<file path="src/design/pdef_map.svh">
`ifndef PDEF_MAP_SVH
`define PDEF_MAP_SVH
// Register byte offsets
`define PDEF_OFS_PORT_D      12'h03C
`define PDEF_OFS_PORT_E      12'h040
`define PDEF_OFS_PORT_F      12'h044
`define PDEF_OFS_ALT         12'h048
// Field layout
`define PDEF_TYPE_LSB        16
`define PDEF_SEL_W           16
`define PDEF_F_PINS          4
// Writable masks and reset values
`define PDEF_D_MASK          32'hFFFFFFFF
`define PDEF_E_MASK          32'hFFFF0023
`define PDEF_F_WMASK         32'h000F000C
`define PDEF_D_RESET         32'h00000000
`define PDEF_E_RESET         32'h00000000
`define PDEF_F_RESET         32'h0000000C
`define PDEF_F_PS2_RESET     2'h3
`define PDEF_ALT_MASK        32'h00000007
`define PDEF_ALT_RESET       32'h00000000
// Alternate select bit positions
`define PDEF_ALT_CAN2        0
`define PDEF_ALT_TM1         1
`define PDEF_ALT_T1EX        2
// Port E pin select positions
`define PDEF_E_PIN5          5
`define PDEF_E_PIN1          1
`define PDEF_E_PIN0          0
// AXI responses
`define PDEF_RESP_OKAY       2'h0
`define PDEF_RESP_SLVERR     2'h2
`endif

</file>
<file path="src/design/pdef_pkg.sv">
package pdef_pkg;
  // Function routed to port E pin 5
  typedef enum logic [1:0] {
    PDEF_E5_GPIO,
    PDEF_E5_PWM,
    PDEF_E5_TMR_EXT,
    PDEF_E5_TMR
  } pdef_e5_fn_t;
  // Function routed to port D pins 15 and 14
  typedef enum logic [1:0] {
    PDEF_D1415_GPIO,
    PDEF_D1415_UART,
    PDEF_D1415_CAN
  } pdef_d1415_fn_t;
endpackage

</file>
<file path="src/design/pdef_mux.sv">
// The AXI4-Lite register port was left to the implementer.
`timescale 1ns/10ps
`include "pdef_map.svh"
// Contract
// - Port D upper bits enable Schmitt inputs
// - Port E upper bits enable Schmitt inputs
// - Port F bits 19:16 enable Schmitt inputs
// - PD15: GPIO, serial transmit, second CAN transmit
// - PD14: GPIO, serial receive, second CAN receive
// - PD13..8 select fourth SPI unit pins
// - PD7/PD6 select first CAN transmit/receive
// - PD5..0 select third SPI unit pins
// - PE5: GPIO, PWM_CHANNEL_FIVE, timer external, timer
// - PE1/PE0 select PWM seven and six
// - PF3/PF2 select PS/2 clock and data
// - PF1/PF0 select crystal input and output
// - PF1/PF0 read-only, from configuration bit
// - PF3/PF2 reset to one
// - Port D and E words reset zero
module pdef_mux
  import pdef_pkg::*;
(
  // Clock, reset and enable
  input  wire logic                 aclk,
  input  wire logic                 aresetn,
  input  wire logic                 clk_en,
  // Nonvolatile crystal pin configuration bit
  input  wire logic                 crystal_pin_config_bit,
  // AXI4-Lite write address
  input  wire logic                 s_axi_awvalid,
  output logic                      s_axi_awready,
  input  wire logic [11:0]          s_axi_awaddr,
  // AXI4-Lite write data
  input  wire logic                 s_axi_wvalid,
  output logic                      s_axi_wready,
  input  wire logic [31:0]          s_axi_wdata,
  input  wire logic [3:0]           s_axi_wstrb,
  // AXI4-Lite write response
  output logic                      s_axi_bvalid,
  input  wire logic                 s_axi_bready,
  output logic [1:0]                s_axi_bresp,
  // AXI4-Lite read address
  input  wire logic                 s_axi_arvalid,
  output logic                      s_axi_arready,
  input  wire logic [11:0]          s_axi_araddr,
  // AXI4-Lite read data
  output logic                      s_axi_rvalid,
  input  wire logic                 s_axi_rready,
  output logic [31:0]               s_axi_rdata,
  output logic [1:0]                s_axi_rresp,
  // Schmitt-trigger enables
  output logic [15:0]               port_d_schmitt_enable,
  output logic [15:0]               port_e_schmitt_enable,
  output logic [3:0]                port_f_schmitt_enable,
  // Pin functions
  output pdef_pkg::pdef_d1415_fn_t  port_d_pin15_fn,
  output pdef_pkg::pdef_d1415_fn_t  port_d_pin14_fn,
  output logic [13:0]               port_d_periph_sel,
  output pdef_pkg::pdef_e5_fn_t     port_e_pin5_fn,
  output logic [1:0]                port_e_pwm_sel,
  output logic [3:0]                port_f_periph_sel
);
  import pdef_pkg::*;

  // ****************************************
  // Register state
  // ****************************************
  logic [31:0] port_d_q;
  logic [31:0] port_e_q;
  logic [3:0]  port_f_type_q;
  logic [1:0]  port_f_ps2_q;
  logic [1:0]  port_f_xtal_q;
  logic [2:0]  alt_q;
  logic        cfg_meta_q;
  logic        cfg_sync_q;

  // ****************************************
  // Write channel
  // ****************************************
  logic        aw_held_q;
  logic [11:0] aw_addr_q;
  logic        w_held_q;
  logic [31:0] w_data_q;
  logic [3:0]  w_strb_q;
  logic        do_write;
  logic        wr_hit;

  function automatic logic [31:0] strb_mask(input logic [3:0] s);
    strb_mask = {{8{s[3]}}, {8{s[2]}}, {8{s[1]}}, {8{s[0]}}};
  endfunction

  function automatic logic [31:0] merge(input logic [31:0] old, input logic [31:0] nw,
                                        input logic [3:0] s, input logic [31:0] wmask);
    logic [31:0] m;
    m = strb_mask(s) & wmask;
    merge = (old & ~m) | (nw & m);
  endfunction

  function automatic logic mapped(input logic [11:0] a);
    mapped = (a == `PDEF_OFS_PORT_D) || (a == `PDEF_OFS_PORT_E) ||
             (a == `PDEF_OFS_PORT_F) || (a == `PDEF_OFS_ALT);
  endfunction

  // Address and data are latched independently so either may arrive first
  assign do_write = aw_held_q && w_held_q && !s_axi_bvalid;
  assign wr_hit   = mapped(aw_addr_q);

  always_ff @(posedge aclk) begin
    if (!aresetn) begin
      aw_held_q     <= 1'b0;
      aw_addr_q     <= 12'h000;
      s_axi_awready <= 1'b0;
    end else if (clk_en) begin
      s_axi_awready <= !aw_held_q && !s_axi_awready;
      if (s_axi_awvalid && s_axi_awready) begin
        aw_held_q     <= 1'b1;
        aw_addr_q     <= {s_axi_awaddr[11:2], 2'h0};
        s_axi_awready <= 1'b0;
      end else if (do_write) begin
        aw_held_q <= 1'b0;
      end
    end
  end

  always_ff @(posedge aclk) begin
    if (!aresetn) begin
      w_held_q     <= 1'b0;
      w_data_q     <= 32'h00000000;
      w_strb_q     <= 4'h0;
      s_axi_wready <= 1'b0;
    end else if (clk_en) begin
      s_axi_wready <= !w_held_q && !s_axi_wready;
      if (s_axi_wvalid && s_axi_wready) begin
        w_held_q     <= 1'b1;
        w_data_q     <= s_axi_wdata;
        w_strb_q     <= s_axi_wstrb;
        s_axi_wready <= 1'b0;
      end else if (do_write) begin
        w_held_q <= 1'b0;
      end
    end
  end

  always_ff @(posedge aclk) begin
    if (!aresetn) begin
      s_axi_bvalid <= 1'b0;
      s_axi_bresp  <= `PDEF_RESP_OKAY;
    end else if (clk_en) begin
      if (do_write) begin
        s_axi_bvalid <= 1'b1;
        s_axi_bresp  <= wr_hit ? `PDEF_RESP_OKAY : `PDEF_RESP_SLVERR;
      end else if (s_axi_bready) begin
        s_axi_bvalid <= 1'b0;
      end
    end
  end

  // ****************************************
  // Control registers
  // ****************************************
  always_ff @(posedge aclk) begin
    if (!aresetn) begin
      port_d_q <= `PDEF_D_RESET;
      port_e_q <= `PDEF_E_RESET;
      alt_q    <= 3'h0;
    end else if (clk_en && do_write) begin
      if (aw_addr_q == `PDEF_OFS_PORT_D) begin
        port_d_q <= merge(port_d_q, w_data_q, w_strb_q, `PDEF_D_MASK);
      end
      if (aw_addr_q == `PDEF_OFS_PORT_E) begin
        port_e_q <= merge(port_e_q, w_data_q, w_strb_q, `PDEF_E_MASK);
      end
      if (aw_addr_q == `PDEF_OFS_ALT) begin
        alt_q <= 3'(merge(32'(alt_q), w_data_q, w_strb_q, `PDEF_ALT_MASK));
      end
    end
  end

  // Crystal select bits are never written by software
  always_ff @(posedge aclk) begin
    if (!aresetn) begin
      port_f_type_q <= 4'h0;
      port_f_ps2_q  <= `PDEF_F_PS2_RESET;
    end else if (clk_en && do_write && aw_addr_q == `PDEF_OFS_PORT_F) begin
      port_f_type_q <= w_strb_q[2] ? w_data_q[`PDEF_TYPE_LSB +: `PDEF_F_PINS] : port_f_type_q;
      port_f_ps2_q  <= w_strb_q[0] ? w_data_q[3:2] : port_f_ps2_q;
    end
  end

  // Configuration bit comes from outside the bus domain, so it is synchronised
  always_ff @(posedge aclk) begin
    if (!aresetn) begin
      // Synchroniser keeps running in reset so the crystal bits reset to the configured value
      cfg_meta_q    <= crystal_pin_config_bit;
      cfg_sync_q    <= cfg_meta_q;
      port_f_xtal_q <= {2{cfg_sync_q}};
    end else if (clk_en) begin
      cfg_meta_q    <= crystal_pin_config_bit;
      cfg_sync_q    <= cfg_meta_q;
      port_f_xtal_q <= {2{cfg_sync_q}};
    end
  end

  // ****************************************
  // Read channel
  // ****************************************
  logic [31:0] port_f_word;
  logic [31:0] rd_word;
  logic        rd_hit;

  assign port_f_word = {12'h000, port_f_type_q, 12'h000, port_f_ps2_q, port_f_xtal_q};

  always_comb begin
    rd_word = 32'h00000000;
    rd_hit  = 1'b1;
    case ({s_axi_araddr[11:2], 2'h0})
      `PDEF_OFS_PORT_D: rd_word = port_d_q;
      `PDEF_OFS_PORT_E: rd_word = port_e_q & `PDEF_E_MASK;
      `PDEF_OFS_PORT_F: rd_word = port_f_word;
      `PDEF_OFS_ALT:    rd_word = {29'h0, alt_q};
      default:          rd_hit  = 1'b0;
    endcase
  end

  always_ff @(posedge aclk) begin
    if (!aresetn) begin
      s_axi_arready <= 1'b0;
      s_axi_rvalid  <= 1'b0;
      s_axi_rdata   <= 32'h00000000;
      s_axi_rresp   <= `PDEF_RESP_OKAY;
    end else if (clk_en) begin
      s_axi_arready <= !s_axi_rvalid && !s_axi_arready;
      if (s_axi_arvalid && s_axi_arready) begin
        s_axi_arready <= 1'b0;
        s_axi_rvalid  <= 1'b1;
        s_axi_rdata   <= rd_word;
        s_axi_rresp   <= rd_hit ? `PDEF_RESP_OKAY : `PDEF_RESP_SLVERR;
      end else if (s_axi_rvalid && s_axi_rready) begin
        s_axi_rvalid <= 1'b0;
      end
    end
  end

  // ****************************************
  // Function decode and registered outputs
  // ****************************************
  pdef_d1415_fn_t pd15_c;
  pdef_d1415_fn_t pd14_c;
  pdef_e5_fn_t    pe5_c;
  logic [15:0]    d_sel_c;
  logic [1:0]     e_sel_c;
  logic [3:0]     f_sel_c;

  pdef_decode u_decode (
    .port_d_word (port_d_q),
    .port_e_word (port_e_q),
    .port_f_word (port_f_word),
    .alt_word    (alt_q),
    .pd15_fn     (pd15_c),
    .pd14_fn     (pd14_c),
    .pe5_fn      (pe5_c),
    .d_sel       (d_sel_c),
    .e_pwm_sel   (e_sel_c),
    .f_sel       (f_sel_c)
  );

  // One cycle after the register update; reset values follow reset words
  always_ff @(posedge aclk) begin
    if (!aresetn) begin
      port_d_schmitt_enable <= 16'h0000;
      port_e_schmitt_enable <= 16'h0000;
      port_f_schmitt_enable <= 4'h0;
      port_d_pin15_fn       <= PDEF_D1415_GPIO;
      port_d_pin14_fn       <= PDEF_D1415_GPIO;
      port_d_periph_sel     <= 14'h0000;
      port_e_pin5_fn        <= PDEF_E5_GPIO;
      port_e_pwm_sel        <= 2'h0;
      port_f_periph_sel     <= {`PDEF_F_PS2_RESET, port_f_xtal_q};
    end else if (clk_en) begin
      port_d_schmitt_enable <= port_d_q[`PDEF_TYPE_LSB +: `PDEF_SEL_W];
      port_e_schmitt_enable <= port_e_q[`PDEF_TYPE_LSB +: `PDEF_SEL_W];
      port_f_schmitt_enable <= port_f_type_q;
      port_d_pin15_fn       <= pd15_c;
      port_d_pin14_fn       <= pd14_c;
      port_d_periph_sel     <= d_sel_c[13:0];
      port_e_pin5_fn        <= pe5_c;
      port_e_pwm_sel        <= e_sel_c;
      port_f_periph_sel     <= f_sel_c;
    end
  end

  // ****************************************
  // Assertions
  // ****************************************
  property p_schmitt_d;
    @(posedge aclk) disable iff (!aresetn)
      clk_en |=> port_d_schmitt_enable == $past(port_d_q[31:16]);
  endproperty
  a_schmitt_d: assert property (p_schmitt_d) else $error("port d schmitt mismatch");

  property p_schmitt_e;
    @(posedge aclk) disable iff (!aresetn)
      clk_en |=> port_e_schmitt_enable == $past(port_e_q[31:16]);
  endproperty
  a_schmitt_e: assert property (p_schmitt_e) else $error("port e schmitt mismatch");

  property p_schmitt_f;
    @(posedge aclk) disable iff (!aresetn)
      clk_en |=> port_f_schmitt_enable == $past(port_f_type_q);
  endproperty
  a_schmitt_f: assert property (p_schmitt_f) else $error("port f schmitt mismatch");

  property p_pd15;
    @(posedge aclk) disable iff (!aresetn)
      (clk_en && port_d_q[15] && alt_q[0]) |=> port_d_pin15_fn == PDEF_D1415_CAN;
  endproperty
  a_pd15: assert property (p_pd15) else $error("pd15 not on second can");

  property p_pd14;
    @(posedge aclk) disable iff (!aresetn)
      (clk_en && !port_d_q[14]) |=> port_d_pin14_fn == PDEF_D1415_GPIO;
  endproperty
  a_pd14: assert property (p_pd14) else $error("pd14 not gpio");

  property p_pe5;
    @(posedge aclk) disable iff (!aresetn)
      (clk_en && port_e_q[5] && alt_q == 3'h4) |=> port_e_pin5_fn == PDEF_E5_TMR_EXT;
  endproperty
  a_pe5: assert property (p_pe5) else $error("pe5 timer ext not chosen");

  property p_xtal_ro;
    @(posedge aclk) disable iff (!aresetn)
      (clk_en && cfg_sync_q) |=> port_f_xtal_q == 2'h3;
  endproperty
  a_xtal_ro: assert property (p_xtal_ro) else $error("crystal bits not from config");

  property p_f_reset;
    @(posedge aclk) !aresetn |=> port_f_ps2_q == 2'h3 && port_d_q == 32'h0 && port_e_q == 32'h0;
  endproperty
  a_f_reset: assert property (p_f_reset) else $error("reset values wrong");

  property p_e_resv;
    @(posedge aclk) disable iff (!aresetn)
      (port_e_q & ~`PDEF_E_MASK) == 32'h0;
  endproperty
  a_e_resv: assert property (p_e_resv) else $error("port e reserved bits set");

  property p_sel_d;
    @(posedge aclk) disable iff (!aresetn)
      clk_en |=> port_d_periph_sel == $past(port_d_q[13:0]);
  endproperty
  a_sel_d: assert property (p_sel_d) else $error("port d select mismatch");

  property p_sel_ef;
    @(posedge aclk) disable iff (!aresetn)
      clk_en |=> port_e_pwm_sel == $past(port_e_q[1:0]) && port_f_periph_sel[3:2] == $past(port_f_ps2_q);
  endproperty
  a_sel_ef: assert property (p_sel_ef) else $error("port e/f select mismatch");
endmodule

</file>
<file path="src/design/pdef_decode.sv">
`timescale 1ns/10ps
`include "pdef_map.svh"
// ****************************************
// Pin function decode from the control words
// ****************************************
module pdef_decode
  import pdef_pkg::*;
(
  // Control words
  input  wire logic [31:0]    port_d_word,
  input  wire logic [31:0]    port_e_word,
  input  wire logic [31:0]    port_f_word,
  input  wire logic [2:0]     alt_word,
  // Decoded functions
  output pdef_pkg::pdef_d1415_fn_t pd15_fn,
  output pdef_pkg::pdef_d1415_fn_t pd14_fn,
  output pdef_pkg::pdef_e5_fn_t    pe5_fn,
  output logic [15:0]         d_sel,
  output logic [1:0]          e_pwm_sel,
  output logic [3:0]          f_sel
);
  import pdef_pkg::*;

  // Two-bit alt/select pair; the unlisted 10 combination stays on GPIO
  function automatic pdef_d1415_fn_t pair_fn(input logic alt, input logic sel);
    pdef_d1415_fn_t f;
    f = PDEF_D1415_GPIO;
    if (sel && !alt) begin
      f = PDEF_D1415_UART;
    end else if (sel && alt) begin
      f = PDEF_D1415_CAN;
    end
    return f;
  endfunction

  always_comb begin
    pd15_fn = pair_fn(alt_word[`PDEF_ALT_CAN2], port_d_word[15]);
    pd14_fn = pair_fn(alt_word[`PDEF_ALT_CAN2], port_d_word[14]);
  end

  always_comb begin
    case ({alt_word[`PDEF_ALT_T1EX], alt_word[`PDEF_ALT_TM1], port_e_word[`PDEF_E_PIN5]})
      3'h1:    pe5_fn = PDEF_E5_PWM;
      3'h5:    pe5_fn = PDEF_E5_TMR_EXT;
      3'h3:    pe5_fn = PDEF_E5_TMR;
      default: pe5_fn = PDEF_E5_GPIO;
    endcase
  end

  // Pins 15/14 are handled above, so their plain bits are masked off here
  assign d_sel     = {2'h0, port_d_word[13:0]};
  assign e_pwm_sel = {port_e_word[`PDEF_E_PIN1], port_e_word[`PDEF_E_PIN0]};
  assign f_sel     = port_f_word[`PDEF_F_PINS-1:0];
endmodule

</file>
<file path="config.mk">
export PLATFORM = sky130hd
export DESIGN_NAME = pdef_mux
export DESIGN_NICKNAME = d
export VERILOG_FILES = /design/src/design/pdef_pkg.sv /design/src/design/pdef_mux.sv /design/src/design/pdef_decode.sv
export VERILOG_INCLUDE_DIRS = /design/src /design/src/design
export SDC_FILE = /design/constraint.sdc
export NUM_CORES = 1
export LEC_CHECK = 0
export BUFFER_PORTS_ARGS = -buffer_cell sky130_fd_sc_hd__buf_2
export CELL_PAD_IN_SITES_DETAIL_PLACEMENT = 1
export CELL_PAD_IN_SITES_GLOBAL_PLACEMENT = 2
export CORE_ASPECT_RATIO = 0.8
export CORE_MARGIN = 2
export CORE_UTILIZATION = 29
export DETAILED_ROUTE_END_ITERATION = 16
export HOLD_SLACK_MARGIN = 0.15
export PLACE_DENSITY = 0.84
export SLEW_MARGIN = 5
export SYNTH_ARGS = -nofsm -noshare
export SYNTH_HDL_FRONTEND = slang
export SYNTH_SLANG_ARGS = --single-unit
</file>
<file path="constraint.sdc">
create_clock -name aclk -period 1.73 [get_ports aclk]
set_input_delay 0.173 -clock aclk [delete_from_list [all_inputs] [get_ports aclk]]
set_output_delay 0.173 -clock aclk [all_outputs]
set_load 0.1 [all_outputs]
</file>
After elaboration in Yosys (flattened, before gate mapping)
Index checks and enable logic that the tools add are counted.
Storage, ports and cells
  register bits: 228
  output and inout port bits: 103
  word-level logic and storage cells: 126
Operators by class
  eq/ne operators: 12
  multiplexer cells: 27
  bitwise logic cells: 12
  reduce and logical (&&, ||, !) cells: 44
Operators with widths (number)
  $and 32x32->32: 4
  $pmux 32 s4: 1
  $not 32->32: 2
  $or 32x32->32: 2
  $eq 10x5->1 const B: 6
  $reduce_and 2->1: 13
  $eq 10x4->1 const B: 2
  $mux 2: 10
  $logic_and 1x1->1: 15
  $mux 1: 15
  $logic_not 1->1: 8
  $reduce_bool 2->1: 4
  $and 3x3->3: 2
  $pmux 2 s3: 1
  $reduce_or 4->1: 1
  $eq 3x1->1 const B: 1
  $eq 3x2->1 const B: 1
  $eq 3x3->1 const B: 1
  $logic_or 1x1->1: 3
  $not 3->3: 1
  $or 3x3->3: 1
  $ne 2x1->1 const B: 1

Logic depth before layout (Yosys ltp)
Gate-level depths: netlist (run 1).
  word-level depth: 5
  depth in mapped cells: 7
  mapped depth without buffers: 4

Hierarchy
A second synthesis (run 1) with hierarchy kept.
Unflattened totals
  cells, all modules: 910
  area, all modules: 8321.7 um^2
By module, submodules not included
  pdef_mux: times used 1, cells an instance 880, area each 8104.0 um^2, seq. area each 4294.1 um^2
  pdef_decode: times used 1, cells an instance 30, area each 217.7 um^2, seq. area each 0.0 um^2

Worst setup path after synthesis (run 1)
OpenSTA, ideal clock, no wires.
  path type: flip-flop to flip-flop
  start point: register s_axi_bvalid
  end point: register with a tool-made name
  setup time: 124 ps
  data arrival time: 2017 ps
  required time: 1606 ps
  path slack: -411 ps
  stages on the path, launching flop included: 7
  path buffers: 2
  period minus slack after synthesis: 2141 ps
  cell sequence: dfxtp_1 -> and4b_1 -> buf_2 -> nand3_1 -> or4b_1 -> buf_2 -> mux2i_1
RTL lines
  start: declaration: RTL line pdef_mux.sv:39  | output logic s_axi_bvalid,
  start signal: assignment: RTL line pdef_mux.sv:146  | s_axi_bvalid <= 1'b0;
  start signal: assignment: RTL line pdef_mux.sv:150  | s_axi_bvalid <= 1'b1;
  start signal: assignment: RTL line pdef_mux.sv:153  | s_axi_bvalid <= 1'b0;

==> results.md, run 1 <==
- The run finished, with violations left.
- The checks that failed: negative setup slack.
- The worst register-to-register path begins at aw_addr_q[11]$_SDFFE_PN0P_.
- The power density over the cells is 965.7 nW/µm².
- After routing, the total negative slack on setup checks comes to -0.2708 ns.
- For hold timing, the worst endpoint is s_axi_rresp[1]$_SDFFE_PN0P_.
- The clock input transition at the sequential cells of the worst setup and hold paths is 0.06 ns.
- The count of clock tree sinks is 211.
- The number of antenna diodes in the final layout is 0.
- In the post-route analysis, the smallest setup slack over all paths is -0.05415 ns.
- The worst hold path depth is 3.
- The combined area of all synthesized cells is 8043 µm².
- Synthesis inferred 211 register bits.
- Among all cell types in the netlist, the one instantiated most often is sky130_fd_sc_hd__dfxtp_1.
- The initial cell density of the core is 29.46%.
- At the later pin of the worst-skew pair, clock insertion delay measures 0.51 ns.
- Global routing finished with a remaining overflow of 0.
- The post-route netlist has 24.46% of its cells at a drive strength greater than 1.
- The maximum fanout count along the critical path is 11.
- The library cell contributing the largest single delay on the critical path is sky130_fd_sc_hd__or4_4.
- The post-detailed-route DRC marker count is 0.
- The number of violations reported at the end of detailed-routing iteration 0 is 348.
- The global-route wire length before repair is 41710 µm.
- Summed over all cells, the static leakage comes to 0.004585 µW.
- In this run the standard cell core region covers 27300 µm².
- The critical path goes through or4_4, buf_6, nor3_4, buf_6, clkbuf_16, nand4_1, a21oi_1.
- At the end of routability-driven placement, the weighted congestion stood at 0.8012.
- Together, buffers and inverters on the worst path number 3.
- Counting distinct cell types in the post-synthesis netlist gives 47.
- The worst stage delay on the critical path is 0.55 ns.
- In this run the tightest slew margin relative to its limit is 55.30%.
- The average footprint of a synthesized cell is 8.907 µm².
- For this run, asynchronously set or reset flops after synthesis account for 0%.
- Data arrives at the worst endpoint at 2.23 ns.
- The most common flop cell mapped by yosys is sky130_fd_sc_hd__dfxtp_1.
- Sorting the synthesized cells by how often they occur yields 207 x sky130_fd_sc_hd__dfxtp_1, 172 x sky130_fd_sc_hd__nand2_1, 100 x sky130_fd_sc_hd__a21oi_1.
- The cell that appears most often on the critical path is sky130_fd_sc_hd__buf_6.
- The initial antenna violation count is 0.
- Across the VDD grid, the largest voltage drop is 596.5 µV.
- In this design, the largest share of critical-path delay is due to simple AND/OR/NAND/NOR gates.
- Across every metal layer, demand over resource in global routing totals 18.00%.
- The maximum count of clock buffers along a single path is 3.
- The final net count is 1208.
- The number of top-level design ports is 172.
- The first detailed-routing pass took 4 iterations.
- The TritonCTS clock tree is done.
- Once detailed placement completed, the half-perimeter wirelength came to 18890 µm.
- The die is 153.0 µm tall.
- The width of the die is 190.2 µm.
- The number of slew-limit violations in the final report came to 0.
- The synthesized instance count is 903.
- In this run the number of H-tree levels came out at 1.
- For the worst setup path, the data required time is 2.18 ns.
- The layout overhead on the synthesized area is 37.24%.
- Setup repair after global routing could not meet its margin everywhere.
- The type of the setup path with the least slack is flip-flop to flip-flop.
- The cell sitting at the root of the clock tree is a sky130_fd_sc_hd__clkbuf_16.
- Hold timing on the final database bottoms out at a slack of 0.1903 ns.
- The synthesized design contains 4 enable-type register cells.
- The kind of capture point of the worst setup path is a flip-flop.
- The length in cells of the worst reg-to-reg path is 7.
- The floorplan die area is 29090 µm².
- The path class of the tightest hold or removal check is input pin to flip-flop.
- The biggest area contributor in the post-synthesis netlist is sky130_fd_sc_hd__dfxtp_1.
- The cell row count is 54.
- At the pin with the least slew margin, the transition time is 0.6706 ns.
- The number of synthesis warnings is 0.
- The total clock buffers created by CTS is 25.
- The maximum number of pins on one net before global-route repair is 53.
- The reported max-cap violation count is 0.
- The sequential fraction of the synthesis area is 53.02%.
- Static timing analysis puts the maximum clock frequency at 560.5 MHz.
- The worst setup path is launched from a flip-flop.
- The top cell type by area accounts for 51.52% of the synthesized area.
- The number of buffer cells added on primary ports is 165.
- The worst-case clock skew is 0.01558 ns.
- After detailed routing, the average wire length per cell comes to 18.01 µm.
- The via count of the routed design is 7332.
- The worst path uses 103.1% of the clock period.
- The startpoint identified for the worst hold timing path is s_axi_araddr[6].
- The setup violation total in the final timing report is 12.
- The worst reg-to-reg setup slack is -0.05 ns.
- The total detailed-routing wirelength is 27320 µm.
- Ranked by total cell area, the synthesized netlist is headed by sky130_fd_sc_hd__dfxtp_1 52%, sky130_fd_sc_hd__mux2i_1 10%, sky130_fd_sc_hd__nand2_1 8.0%, sky130_fd_sc_hd__a21oi_1 6.2%, sky130_fd_sc_hd__nor2_1 3.2%.
- The final hold violation count is 0.
- The minimum clock period after layout is 1.784 ns.
- The via count of the first global-routing pass is 7372.
- The residual antenna-violating net count after detailed routing is 0.
- In the routed layout, each cell is associated on average with a via count of 4.833.
-- layout by cell type, fill, tap and decap left out, types with 5 or more instances in the layout --
cell	count
sky130_fd_sc_hd__dlygate4sd3_1	54
sky130_fd_sc_hd__dfxtp_1	200
sky130_fd_sc_hd__nand4_1	29
sky130_fd_sc_hd__nand3_1	32
sky130_fd_sc_hd__clkbuf_1	5
sky130_fd_sc_hd__buf_4	43
sky130_fd_sc_hd__clkbuf_16	28
sky130_fd_sc_hd__nor2_1	67
sky130_fd_sc_hd__mux2i_1	83
sky130_fd_sc_hd__inv_1	5
sky130_fd_sc_hd__dfxtp_2	6
sky130_fd_sc_hd__nand2b_1	7
sky130_fd_sc_hd__o21ai_1	8
sky130_fd_sc_hd__a21oi_1	99
sky130_fd_sc_hd__a22oi_1	16
sky130_fd_sc_hd__o21ai_0	44
sky130_fd_sc_hd__buf_12	9
sky130_fd_sc_hd__buf_2	164
sky130_fd_sc_hd__and3_1	7
sky130_fd_sc_hd__nand2_1	171
sky130_fd_sc_hd__a221oi_1	7
-- metrics by stage --
step / total power (µW) / util, % / instance area (µm²) / cells / setup slack (ns)
final: 10660 / 40.44 / 11040 / 1517 / -0.05415
after global routing: 11060 / 40.44 / 11040 / 1517 / -0.09401
after CTS: 10790 / 39.96 / 10910 / 1510 / 0.01437
after detailed placement: 5677 / 35.06 / 9569 / 1415 / -0.1225
after global placement: 5668 / 35.06 / 9569 / 1415 / -0.03522
after floorplan: 5438 / - / 8074 / 904 / -0.04282
-- report_power, final --
group / switching (µW) / internal (µW) / total (µW)
logic: 442 / 276 / 719
clock network: 2010 / 2960 / 4970
registers: 41.8 / 4930 / 4970
total: 2500 / 8160 / 10700
-- cell type report --
class	count	area, µm²
Clock inverter	7	68.82
Timing Repair Buffer	276	1973
Inverter	6	25.02
Sequential cell	211	4275
Tap cell	364	455.4
Fill cell	3228	16260
Multi-Input combinational cell	619	3541
Clock buffer	34	699.4
-- worst register-to-register path: cells and delay by family (launching register included) --
family | cells | cell delay [ns]
AO/OA/AOI/OAI | 1 | 0.16
AND/OR/NAND/NOR | 3 | 0.77
buffers and inverters | 3 | 0.45
flip-flops | 1 | 0.34
-- timing repair --
item | in CTS | in global routing
cloned | 0 | 3
gates resized for setup | 6 | 11
endpoints found under the setup margin | 32 | 41
hold buffers | 54 | 0
setup buffers | 0 | 5
pin swaps | 2 | 12
hold endpoints to repair | 69 | 0
-- worst max path at each step --
stage | startpoint | to | slack, ns | cells past startpoint
floorplan | s_axi_bvalid$_SDFFE_PN0P_ | flip-flop | -0.04 | 6
global placement | aw_addr_q[11]$_SDFFE_PN0P_ | flip-flop | -0.04 | 6
detailed placement | aw_addr_q[11]$_SDFFE_PN0P_ | flip-flop | -0.12 | 6
CTS | aw_addr_q[11]$_SDFFE_PN0P_ | flip-flop | 0.01 | 6
global route | aw_addr_q[11]$_SDFFE_PN0P_ | flip-flop | -0.09 | 7
finish | aw_addr_q[11]$_SDFFE_PN0P_ | flip-flop | -0.05 | 7
-- routing by layer --
metal,global-route usage [%],vias up,wire length (µm)
met1,26.03,3541,13370
met3,2.847,32,1336
li1,-,3596,-
met2,28.45,163,12180
met4,3.359,0,434
met5,0,-,0
-- kinds of logic after synthesis --
kind of cell	Yosys count	share of synthesized area, %
XOR/XNOR	1	0.1089
multiplexers	83	10.33
other	1	0.04663
AND/OR/NAND/NOR	350	20.08
flip-flops	211	53.02
buffers and inverters	74	3.920
AO/OA/AOI/OAI	183	12.49
Note: power is estimated with default switching activity, not from simulation.
==> inputs of run 2 (changes only) <==
--- a/config.mk
+++ b/config.mk
@@ -11,10 +11,11 @@
 export CELL_PAD_IN_SITES_GLOBAL_PLACEMENT = 2
 export CORE_ASPECT_RATIO = 0.8
 export CORE_MARGIN = 2
-export CORE_UTILIZATION = 29
+export CORE_UTILIZATION = 32
 export DETAILED_ROUTE_END_ITERATION = 16
+export GPL_ROUTABILITY_DRIVEN = 0
 export HOLD_SLACK_MARGIN = 0.15
-export PLACE_DENSITY = 0.84
+export PLACE_DENSITY = 0.87
 export SLEW_MARGIN = 5
 export SYNTH_ARGS = -nofsm -noshare
 export SYNTH_HDL_FRONTEND = slang
==> constraint.sdc (replaced) <==
create_clock -name aclk -period 2.05 [get_ports aclk]
set_input_delay 0.205 -clock aclk [delete_from_list [all_inputs] [get_ports aclk]]
set_output_delay 0.205 -clock aclk [all_outputs]
set_load 0.1 [all_outputs]
==> results.md, run 2 (synthesis gave the netlist of run 1 again) <==
- Outcome: complete, no violations (was finished with violations).
- The fmax is 549.4 MHz (was 560.5 MHz).
- The count of clock tree sinks is 211 (unchanged).
- The origin of the critical flop-to-flop path is aw_addr_q[11]$_SDFFE_PN0P_ (unchanged).
- The path class of the lowest-slack min-delay path is input pin to flip-flop (unchanged).
- The number of violations reported at the end of detailed-routing iteration 0 was 355 (was 348).
- The vertical extent of the die is 145.8 µm (was 153.0 µm).
- The quantity of gates resized following cts was 0 (was 6).
- The type of the setup path with the least slack is flip-flop to flip-flop (unchanged).
- RSZ-0062 raised after global routing: no (was yes).
- The TritonCTS clock tree is done (unchanged).
- The number of buffer cells added on primary ports is 165 (unchanged).
- The instance area after placement is 9294 µm² (was 9569 µm²).
- The leakage dissipation is 0.004418 µW (was 0.004585 µW).
- The maximum fanout count along the critical path is 8 (was 11).
- The peak supply drop is 533.0 µV (was 596.5 µV).
- Most used cells in the layout excluding fill and tap cells: 205 x sky130_fd_sc_hd__dfxtp_1, 172 x sky130_fd_sc_hd__nand2_1, 164 x sky130_fd_sc_hd__buf_2 (was 200 x sky130_fd_sc_hd__dfxtp_1, 171 x sky130_fd_sc_hd__nand2_1, 164 x sky130_fd_sc_hd__buf_2).
- The worst-case clock skew is 0.007937 ns (was 0.01558 ns).
- The final instance area is 10650 µm² (was 11040 µm²).
- The share of cells above drive strength 1 was 21.99% (was 24.46%).
- The number of slew-limit violations in the final report is 0 (unchanged).
- The number of buffers inserted by hold repair at cts was 52 (was 54).
- The number of levels in the clock H-tree came to 1 (unchanged).
- The clock insertion delay at the later pin of the skew report is 0.51 ns (about the same).
- The post-detailed-route DRC marker count came to 0 (unchanged).
- The cell at the root of the clock tree is sky130_fd_sc_hd__clkbuf_16 (unchanged).
- The floorplan die area was 26430 µm² (was 29090 µm²).
- The final hold violation count is 0 (unchanged).
- The fill cell total of the finished layout was 2874 (was 3228).
- The initial antenna violation count is 1 (was 0).
- The transition time at the pin with the least slew margin is 0.6347 ns (was 0.6706 ns).
- The reported max-cap violation count is 0 (unchanged).
- The launch instance of the worst min-delay path is s_axi_arvalid (was s_axi_araddr[6]).
- The power density over the cells is 864.6 nW/µm² (was 965.7 nW/µm²).
- The setup total negative slack is 0 ns (was -0.2708 ns).
- The placeable core region is 24500 µm² (was 27300 µm²).
- The number of top-level design ports is 172 (unchanged).
- The maximum number of pins on one net before global-route repair is 101 (was 53).
- The minimum clock period after layout was 1.820 ns (was 1.784 ns).
- The ratio of final minimum period to clock period is 88.79% (was 103.1%).
- The final net count is 1179 (was 1208).
- The required time at the worst-slack endpoint is 2.45 ns (was 2.18 ns).
- The vias per cell came to 5.021 (was 4.833).
- The width of the die is 181.2 µm (was 190.2 µm).
- The via count of the routed design is 7265 (was 7332).
- The total overflow reported by the global router came to 0 (unchanged).
- The layout overhead on the synthesized area is 32.37% (was 37.24%).
- The overall fraction of global-route tracks in use was 18.97% (was 18.00%).
- The post-CTS setup repair buffer count was 0 (unchanged).
- The sequential cell area was 4267 µm² (was 4275 µm²).
- The area used by multi-input combinational logic is 3481 µm² (was 3541 µm²).
- The routed wirelength normalized by instance count was 17.78 µm (was 18.01 µm).
- The worst setup path startpoint is aw_addr_q[11]$_SDFFE_PN0P_ (unchanged).
- The via count of the first global-routing pass came to 7235 (was 7372).
- The total half-perimeter wirelength after legalization and detailed placement is 17810 µm (was 18890 µm).
- The maximum count of clock buffers along a single path is 3 (unchanged).
- The arrival time of data at the critical path endpoint is 2.22 ns (was 2.23 ns).
- The kind of capture point of the worst setup path is a flip-flop (unchanged).
- The initial cell density of the core is 32.82% (was 29.46%).
- The critical path launch point type is a flip-flop (unchanged).
- The most common cell after layout, fill and taps aside is sky130_fd_sc_hd__dfxtp_1 (unchanged).
- The total iterations of the first detailed-routing run came to 4 (unchanged).
- The cell row count is 51 (was 54).
- The end-of-flow core utilization was 43.45% (was 40.44%).
- The remaining max-slew budget at the tightest pin is 57.68% (was 55.30%).
- The total detailed-routing wirelength came to 25730 µm (was 27320 µm).
- The total clock buffers created by CTS is 24 (was 25).
- The global-route wire length before repair was 40590 µm (was 41710 µm).
- The clock input transition at the sequential cells of the worst setup and hold paths is 0.06 ns (about the same).
- The setup violation total in the final timing report is 0 (was 12).
- The residual antenna-violating net count after detailed routing was 0 (unchanged).
-- run 2: cell type report --
class                      count  area share, %
tap                          318          3.737
antenna                        1        0.02350
clock buffer                  32          6.499
multi-input combinational    619          32.69
sequential                   211          40.08
inverter                       6         0.2350
timing repair buffer         248          15.44
clock inverter                12          1.293
-- run 2: final timing paths --
check	end	slack [ns]	cells after the start
max	flip-flop	0.23	6
min	s_axi_rdata[1]$_SDFFE_PN0P_	0.16	4
max reg2reg	flip-flop	0.23	6
min reg2reg	port_f_xtal_q[0]$_DFFE_PP_	0.42	0
-- run 2: power breakdown --
part | switching, µW | leakage [µW] | internal (µW) | total [µW]
clock | 1710 | 0.000414 | 2740 | 4460
sequential | 33.9 | 0.00171 | 4160 | 4190
combinational | 354 | 0.00229 | 205 | 559
-- run 2: routing by layer --
layer / routed length, µm / vias up / global-route usage, %
met5: 0 / - / 0
met4: 542 / 0 / 4.431
met3: 1083 / 33 / 2.953
met2: 11280 / 171 / 29.56
met1: 12820 / 3514 / 27.49
li1: - / 3547 / -
-- run 2: metrics by stage --
step	hold slack [ns]	cells	worst slack, ns	power [µW]
4_1_cts	0.1560	1446	0.2377	9306
3_3_place_gp	0.3854	1350	0.2707	4756
3_5_place_dp	0.3864	1350	0.2448	4764
2_1_floorplan	0.3039	904	0.008385	4589
6_report	0.1622	1447	0.2299	9205
5_1_grt	0.1944	1447	0.02316	9508
-- run 2: worst max-delay path, cell delays in order, from the launching register on --
cell	delay [ns]
sky130_fd_sc_hd__dfxtp_1	0.32
sky130_fd_sc_hd__or4_1	0.56
sky130_fd_sc_hd__nor4_1	0.27
sky130_fd_sc_hd__buf_4	0.17
sky130_fd_sc_hd__nand2_1	0.10
sky130_fd_sc_hd__buf_12	0.17
sky130_fd_sc_hd__mux2i_1	0.11
